<file path="config.mk">
export PLATFORM = sky130hd
export DESIGN_NAME = tcw_timer
export DESIGN_NICKNAME = d
export VERILOG_FILES = /design/src/tcw_pkg.sv /design/src/tcw_timer.sv
export VERILOG_INCLUDE_DIRS = /design/src
export SDC_FILE = /design/constraint.sdc
export NUM_CORES = 1
export LEC_CHECK = 0
export ABC_AREA = 1
export BUFFER_PORTS_ARGS = -buffer_cell sky130_fd_sc_hd__buf_2
export CORE_AREA = 2 2 134 136
export CTS_CLUSTER_DIAMETER = 120
export CTS_CLUSTER_SIZE = 30
export DETAILED_ROUTE_END_ITERATION = 12
export DIE_AREA = 0 0 136 138
export SETUP_SLACK_MARGIN = 0.5
export SYNTH_ARGS = -nofsm -noshare
export SYNTH_HDL_FRONTEND = slang
export SYNTH_SLANG_ARGS = --single-unit
</file>
<file path="constraint.sdc">
create_clock -name clk_i -period 2.1 [get_ports clk_i]
set_input_delay 0.105 -clock clk_i [delete_from_list [all_inputs] [get_ports clk_i]]
set_output_delay 0.105 -clock clk_i [all_outputs]
set_load 0.05 [all_outputs]
</file>
<file path="src/tcw_defs.svh">
// register indices, field positions, reset values and timing counts of the timer compare block
`ifndef TCW_DEFS_SVH
`define TCW_DEFS_SVH

// register indices; byte address on the bus is four times the index
`define TCW_IDX_MODE        16'hff80
`define TCW_IDX_CTRL        16'hff81
`define TCW_IDX_IRQ_EN      16'hff82
`define TCW_IDX_STATUS      16'hff83
`define TCW_IDX_COUNT       16'hff86
`define TCW_IDX_PERIOD      16'hff88
`define TCW_IDX_WIDTH       16'hff8a

// mode register fields
`define TCW_MODE_START_BIT  7
`define TCW_MODE_PULSE_BIT  0
// control register fields
`define TCW_CTRL_CLEAR_BIT  7
`define TCW_CTRL_LEVEL_BIT  1
// status and enable fields share one layout
`define TCW_OVF_BIT         7
`define TCW_MATCH_D_BIT     3
`define TCW_MATCH_C_BIT     2
`define TCW_MATCH_B_BIT     1
`define TCW_MATCH_A_BIT     0
`define TCW_FLAG_MASK       8'h8f

// reset values
`define TCW_RST_BYTE        8'h00
`define TCW_RST_WORD        16'h0000
`define TCW_RST_COUNT_TOP   16'hffff
`define TCW_RST_BUS         32'h0000_0000

// counter input clock is the system clock divided by this
`define TCW_PRESCALE        8

`endif

</file>
<file path="src/tcw_pkg.sv">
// shared types of the timer compare block
package tcw_pkg;
  typedef logic [7:0]  tcw_byte_t;
  typedef logic [15:0] tcw_count_t;
  typedef logic [31:0] tcw_bus_t;
endpackage

</file>
<file path="src/tcw_timer.sv">
// timer compare block: prescaled up-counter, two compare matches, status flags, interrupts, waveform pin
`include "tcw_defs.svh"
`timescale 1ns/1ps
`default_nettype none

module tcw_timer #(
  parameter int ADR_W    = 18,
  parameter int PRESCALE = `TCW_PRESCALE
) (
  // clock and reset
  input  wire logic               clk_i,
  input  wire logic               rst_i,
  // wishbone slave
  input  wire logic               cyc_i,
  input  wire logic               stb_i,
  input  wire logic               we_i,
  input  wire logic [ADR_W-1:0]   adr_i,
  input  wire logic [3:0]         sel_i,
  input  wire tcw_pkg::tcw_bus_t  dat_i,
  output logic                    ack_o,
  output tcw_pkg::tcw_bus_t       dat_o,
  // interrupt requests
  output tcw_pkg::tcw_byte_t      irq_req_o,
  output logic                    irq_o,
  // waveform pin
  output logic                    waveform_out_b_o
);
  import tcw_pkg::*;

  localparam int PRE_W = $clog2(PRESCALE);

  // software-visible state
  logic       counter_start;
  logic       pulse_mode_b;
  logic       clear_on_match_a;
  logic       initial_level_b;
  tcw_byte_t  irq_enable_bits;
  tcw_byte_t  timer_flag_status;
  tcw_count_t up_count_value;
  tcw_count_t period_match_value;
  tcw_count_t width_match_value;

  // internal state and events
  logic [PRE_W-1:0] prescale_cnt;
  logic             tick;
  logic             step;
  logic             match_a;
  logic             match_b;
  logic             wrap;
  logic             access;
  logic             wr;
  logic [15:0]      idx;
  logic             hit;
  tcw_bus_t         next_dat;
  tcw_byte_t        set_bits;
  tcw_byte_t        clr_bits;
  tcw_byte_t        next_status;

  // ---------------------------------------------------------------
  // bus slave: ack one cycle after the request, write at the ack edge
  // ---------------------------------------------------------------
  assign idx    = adr_i[17:2];
  assign access = cyc_i && stb_i && ack_o;
  assign wr     = access && we_i;

  always_ff @(posedge clk_i) begin
    if (rst_i) begin
      ack_o <= 1'b0;
    end else begin
      ack_o <= cyc_i && stb_i && !ack_o;
    end
  end

  always_comb begin
    next_dat = `TCW_RST_BUS;
    hit      = 1'b1;
    unique case (idx)
      `TCW_IDX_MODE: begin
        next_dat[`TCW_MODE_START_BIT] = counter_start;
        next_dat[`TCW_MODE_PULSE_BIT] = pulse_mode_b;
      end
      `TCW_IDX_CTRL: begin
        next_dat[`TCW_CTRL_CLEAR_BIT] = clear_on_match_a;
        next_dat[`TCW_CTRL_LEVEL_BIT] = initial_level_b;
      end
      `TCW_IDX_IRQ_EN:  next_dat[7:0]  = irq_enable_bits;
      `TCW_IDX_STATUS:  next_dat[7:0]  = timer_flag_status;
      `TCW_IDX_COUNT:   next_dat[15:0] = up_count_value;
      `TCW_IDX_PERIOD:  next_dat[15:0] = period_match_value;
      `TCW_IDX_WIDTH:   next_dat[15:0] = width_match_value;
      default:          hit            = 1'b0;
    endcase
  end

  // unmapped reads return zero; read data is launched with the ack
  always_ff @(posedge clk_i) begin
    if (rst_i) begin
      dat_o <= `TCW_RST_BUS;
    end else if (cyc_i && stb_i && !ack_o && !we_i && hit) begin
      dat_o <= next_dat;
    end else begin
      dat_o <= `TCW_RST_BUS;
    end
  end

  // ---------------------------------------------------------------
  // control registers
  // ---------------------------------------------------------------
  always_ff @(posedge clk_i) begin
    if (rst_i) begin
      counter_start    <= 1'b0;
      pulse_mode_b     <= 1'b0;
      clear_on_match_a <= 1'b0;
      initial_level_b  <= 1'b0;
      irq_enable_bits  <= `TCW_RST_BYTE;
    end else if (wr && sel_i[0]) begin
      if (idx == `TCW_IDX_MODE) begin
        counter_start <= dat_i[`TCW_MODE_START_BIT];
        pulse_mode_b  <= dat_i[`TCW_MODE_PULSE_BIT];
      end
      if (idx == `TCW_IDX_CTRL) begin
        clear_on_match_a <= dat_i[`TCW_CTRL_CLEAR_BIT];
        initial_level_b  <= dat_i[`TCW_CTRL_LEVEL_BIT];
      end
      if (idx == `TCW_IDX_IRQ_EN) begin
        irq_enable_bits <= dat_i[7:0] & `TCW_FLAG_MASK;
      end
    end
  end

  // compare registers take each byte lane on its own
  always_ff @(posedge clk_i) begin
    if (rst_i) begin
      period_match_value <= `TCW_RST_WORD;
      width_match_value  <= `TCW_RST_WORD;
    end else if (wr) begin
      if (idx == `TCW_IDX_PERIOD) begin
        if (sel_i[0]) period_match_value[7:0]  <= dat_i[7:0];
        if (sel_i[1]) period_match_value[15:8] <= dat_i[15:8];
      end
      if (idx == `TCW_IDX_WIDTH) begin
        if (sel_i[0]) width_match_value[7:0]  <= dat_i[7:0];
        if (sel_i[1]) width_match_value[15:8] <= dat_i[15:8];
      end
    end
  end

  // ---------------------------------------------------------------
  // prescaler and counter
  // ---------------------------------------------------------------
  always_ff @(posedge clk_i) begin
    if (rst_i) begin
      prescale_cnt <= '0;
    end else if (tick) begin
      prescale_cnt <= '0;
    end else begin
      prescale_cnt <= prescale_cnt + PRE_W'(1);
    end
  end

  assign tick    = (prescale_cnt == PRE_W'(PRESCALE - 1));
  assign step    = tick && counter_start;
  assign match_a = step && (up_count_value == period_match_value);
  assign match_b = step && (up_count_value == width_match_value);
  assign wrap    = step && !(match_a && clear_on_match_a) && (up_count_value == `TCW_RST_COUNT_TOP);

  // a software write to the counter wins over counting in the same cycle
  always_ff @(posedge clk_i) begin
    if (rst_i) begin
      up_count_value <= `TCW_RST_WORD;
    end else if (wr && idx == `TCW_IDX_COUNT && sel_i[1:0] != 2'b00) begin
      if (sel_i[0]) up_count_value[7:0]  <= dat_i[7:0];
      if (sel_i[1]) up_count_value[15:8] <= dat_i[15:8];
    end else if (match_a && clear_on_match_a) begin
      up_count_value <= `TCW_RST_WORD;
    end else if (step) begin
      up_count_value <= up_count_value + 16'h0001;
    end
  end

  // ---------------------------------------------------------------
  // status flags: a set in the clearing cycle survives
  // ---------------------------------------------------------------
  always_comb begin
    set_bits = `TCW_RST_BYTE;
    set_bits[`TCW_MATCH_A_BIT] = match_a;
    set_bits[`TCW_MATCH_B_BIT] = match_b;
    set_bits[`TCW_OVF_BIT]     = wrap;
    clr_bits = `TCW_RST_BYTE;
    if (wr && sel_i[0] && idx == `TCW_IDX_STATUS) begin
      clr_bits = ~dat_i[7:0] & `TCW_FLAG_MASK;
    end
    next_status = (timer_flag_status & ~clr_bits) | set_bits;
  end

  always_ff @(posedge clk_i) begin
    if (rst_i) begin
      timer_flag_status <= `TCW_RST_BYTE;
    end else begin
      timer_flag_status <= next_status;
    end
  end

  // compare C and D have no datapath here, so their flags only ever clear
  always_ff @(posedge clk_i) begin
    if (rst_i) begin
      irq_req_o <= `TCW_RST_BYTE;
      irq_o     <= 1'b0;
    end else begin
      irq_req_o <= timer_flag_status & irq_enable_bits;
      irq_o     <= |(timer_flag_status & irq_enable_bits);
    end
  end

  // ---------------------------------------------------------------
  // waveform pin
  // ---------------------------------------------------------------
  // the level is reloaded while stopped so a restart begins from a known phase
  always_ff @(posedge clk_i) begin
    if (rst_i) begin
      waveform_out_b_o <= 1'b0;
    end else if (!counter_start) begin
      waveform_out_b_o <= initial_level_b;
    end else if (match_b) begin
      waveform_out_b_o <= ~initial_level_b;
    end else if (pulse_mode_b && match_a) begin
      waveform_out_b_o <= initial_level_b;
    end
  end
endmodule

`default_nettype wire

</file>
==> flow_metrics.tcl <==
set metrics [dict create \
    max_slew.worst_pin.slew_ns 0.509 \
    min_path_cells 3 \
    cts.path.max_buffers 2 \
    clk-insertion-delay-late_ns 0.35 \
    cts_max_level 3 \
    hpwl_um 11400 \
    cts_hold_buffers 0 \
    final_nets 871 \
    drcViolationCount 0 \
    yosys_warnings 0 \
    holdCritPathClass "in -> reg" \
    hold_viol 0 \
    cp_data_required_time_ns 2.34 \
    p_per_area_mw_per_mm2 638 \
    initial_core_util_pct 28.1 \
    fin_crit_sh_pct 84.8 \
    layout-drive-gt1-share_pct 21.9 \
    drtIter0Drc 468 \
    outcome "completed" \
    antenna_found_initial 0 \
    cts_tree "built" \
    cts_buffers 9 \
    multi_input_area_mm2 0.00272 \
    rsz0062_at_grt "true" \
    syn_inst 731 \
    root_buffer "clkbuf_16" \
    track_usage_pct 16.8 \
    clk_pin_slew_worst_paths_ns 0.06 \
    dieArea_mm2 0.0188 \
    routed_wl_um 15800 \
    p_total_mw 3.92 \
    place_area_mm2 0.00554 \
    tns_ns 0 \
    core_region_area_mm2 0.0175 \
    rows 49 \
    globalplace.congestion 0.861 \
    grt.overflow.total 0 \
    grt_max_degree 33 \
    fillerInstances 1873 \
    n_antenna_cell 0 \
    syn_to_final_growth_pct 24.6 \
    critPathArrivalTime_ns 2.02 \
    setup_viol 0 \
    r2r-start "up_count_value[4]$_SDFFE_PP0P_" \
    syn_area_mm2 0.00493 \
    r2r_cells 9 \
    ys_types 41 \
    avgSynthCellArea_um2 6.74 \
    ys_ff_latch 89 \
    ys_seq_area_share_pct 36.1 \
    ant_nets 0 \
    dr.pass1.iters 6 \
    wl_per_cell_um 15.2 \
    p_leak_nw 2.54 \
    die_x_um 136 \
    final_core_util_pct 35.0 \
    startpoint_type "flip-flop" \
    drv_cap 0 \
    finalClockSkew_ns 0.00589 \
    max_freq_mhz 561 \
    cts_sinks 89 \
    grt_pass1_vias 4743 \
    stdcell_area_mm2 0.00614 \
    die_h_um 138 \
    ir_drop_uv 290 \
    end_kind "flip-flop" \
    vias_per_cell 4.84 \
    rrSetupSlack_ns 0.32 \
    slew_headroom_pct 65.8 \
    drv_slew 0 \
    crit_fanout 8 \
    reg2reg_to "up_count_value[15]$_SDFFE_PP0P_" \
    worstHoldStart "stb_i" \
    grt_pass1_wl_um 24700 \
    ff_latch_area_mm2 0.00179 \
    critPathKind "reg -> reg" \
    min_period_ns 1.78 \
    ios 102 \
    numPortBuffers 62 \
    hold_end "ack_o$_SDFF_PP0_" \
    vias 5048 \
]
==> kinds of logic after synthesis <==
kind of cell,Yosys count,synth area share [%]
adders and majority gates,3,0.762
DFF,89,36.1
and+or+nand+nor,329,30.6
buffers and inverters,147,13.5
AOI/OAI and AO/OA,153,17.3
xor gates and xnor gates,9,1.60
other,1,0.0761
==> worst max-delay path by stage <==
stage                                        start                               to  cells past startpoint
floorplan               prescale_cnt[0]$_SDFF_PP0_  timer_flag_status[7]$_SDFF_PP0_                     10
CTS                     prescale_cnt[0]$_SDFF_PP0_   up_count_value[3]$_SDFFE_PP0P_                     10
detailed placement                        adr_i[8]   up_count_value[3]$_SDFFE_PP0P_                     10
global route            prescale_cnt[0]$_SDFF_PP0_    waveform_out_b_o$_SDFFE_PP0P_                     12
finish              up_count_value[4]$_SDFFE_PP0P_  up_count_value[15]$_SDFFE_PP0P_                      9
global placement                          adr_i[8]   up_count_value[6]$_SDFFE_PP0P_                     10
==> layer usage <==
layer | up-vias | part of all wire [%] | track usage (%)
li1 | 2527 | - | -
met1 | 2289 | 43 | 22.1
met2 | 201 | 46 | 27.1
met3 | 31 | 7.3 | 3.08
met4 | 0 | 2.8 | 6.85
met5 | - | 0 | 0
==> final cells by class <==
type                            instances  share of cell area (%)
Clock inverter                          7                    2.32
Timing Repair Buffer                   92                    9.49
Inverter                              104                    6.42
Tap cell                              229                    4.67
Multi-Input combinational cell        513                    44.2
Sequential cell                        89                    29.2
Clock buffer                            9                    3.67
==> cell usage after synthesis <==
| library cell | number | area (um2) |
|---|---|---|
| a211oi_1 | 16 | 120 |
| a21oi_1 | 58 | 290 |
| a221oi_1 | 1 | 8.76 |
| and3_1 | 1 | 6.26 |
| buf_1 | 2 | 7.51 |
| buf_2 | 7 | 35.0 |
| buf_4 | 20 | 150 |
| buf_6 | 3 | 33.8 |
| clkbuf_1 | 9 | 33.8 |
| clkbuf_2 | 2 | 10.0 |
| clkinv_1 | 2 | 7.51 |
| clkinv_2 | 1 | 5.00 |
| conb_1 | 1 | 3.75 |
| dfxtp_1 | 89 | 1780 |
| ha_1 | 3 | 37.5 |
| inv_1 | 96 | 360 |
| inv_2 | 4 | 15.0 |
| inv_4 | 1 | 6.26 |
| nand2_1 | 123 | 462 |
| nand2_2 | 2 | 12.5 |
| nand3_1 | 32 | 160 |
| nand3_2 | 3 | 30.0 |
| nand3_4 | 1 | 17.5 |
| nand3b_1 | 6 | 45.0 |
| nand4_1 | 25 | 156 |
| nand4_2 | 1 | 12.5 |
| nor2_1 | 100 | 375 |
| nor2_2 | 15 | 93.8 |
| nor2_4 | 2 | 22.5 |
| nor3_1 | 11 | 55.1 |
| nor3_2 | 1 | 10.0 |
| nor3_4 | 1 | 16.3 |
| nor4_1 | 1 | 6.26 |
| nor4b_1 | 1 | 8.76 |
| o2111ai_1 | 1 | 8.76 |
| o211ai_1 | 9 | 67.6 |
| o21ai_0 | 53 | 265 |
| o22ai_1 | 15 | 93.8 |
| or2_2 | 3 | 18.8 |
| xnor2_1 | 3 | 26.3 |
| xor2_1 | 6 | 52.6 |
==> cells in the final DEF (no fill, tap or decap), drive strengths merged <==
master	count
nand3b	6
o22ai	15
a211oi	16
a221oi	1
and3	1
buf	90
nor2	117
nand4	26
xor2	6
nor4b	1
nand3	36
a21oi	58
xnor2	3
dfxtp	89
o211ai	9
o2111ai	1
nand2	125
o21ai	53
inv	101
conb	19
ha	3
nor4	1
nor3	13
clkinv	6
or2	3
bufinv	4
clkbuf	11
==> stage by stage <==
stage | hold slack (ns) | instances | setup slack (ns)
after floorplan | 0.253 | 749 | 0.508
after global placement | 0.394 | 1022 | 0.309
after detailed placement | 0.392 | 1022 | 0.315
after CTS | 0.0217 | 1041 | 0.368
after global routing | 0.0356 | 1043 | 0.227
final | 0.0295 | 1043 | 0.319
==> critical path: stages (launching register included) <==
cell,delay (ns)
dfxtp_1,0.45
inv_1,0.16
nand2_1,0.10
nand4_1,0.10
nor2_1,0.16
buf_4,0.17
nand4_4,0.16
clkbuf_16,0.23
nand3_1,0.08
a21oi_1,0.06
==> power breakdown <==
part           internal (mW)  switching [mW]  leakage (nW)
Sequential              1.69         0.00490         0.720
Clock                   1.29           0.711         0.180
Combinational         0.0510           0.172          1.64
==> flip-flops by register name, summed over array words and instances, names as in the netlist <==
| signal | flops |
|---|---|
| ack_o | 1 |
| irq_req_o | 5 |
| width_match_value | 16 |
| waveform_out_b_o | 1 |
| dat_o | 16 |
| initial_level_b | 1 |
| period_match_value | 16 |
| counter_start | 1 |
| up_count_value | 16 |
| pulse_mode_b | 1 |
| irq_o | 1 |
| prescale_cnt | 3 |
| irq_enable_bits | 5 |
| clear_on_match_a | 1 |
| timer_flag_status | 5 |
==> timing repair <==
| action | 4_1_cts | 5_1_grt |
|---|---|---|
| endpoints found under the hold margin | 0 | 0 |
| buffers inserted | 2 | 1 |
| cloned | 1 | 1 |
| pin swaps | 2 | 11 |
| endpoints found under the setup margin | 27 | 47 |
| gates resized for setup | 19 | 25 |
Power figures use the tool's default switching activity.
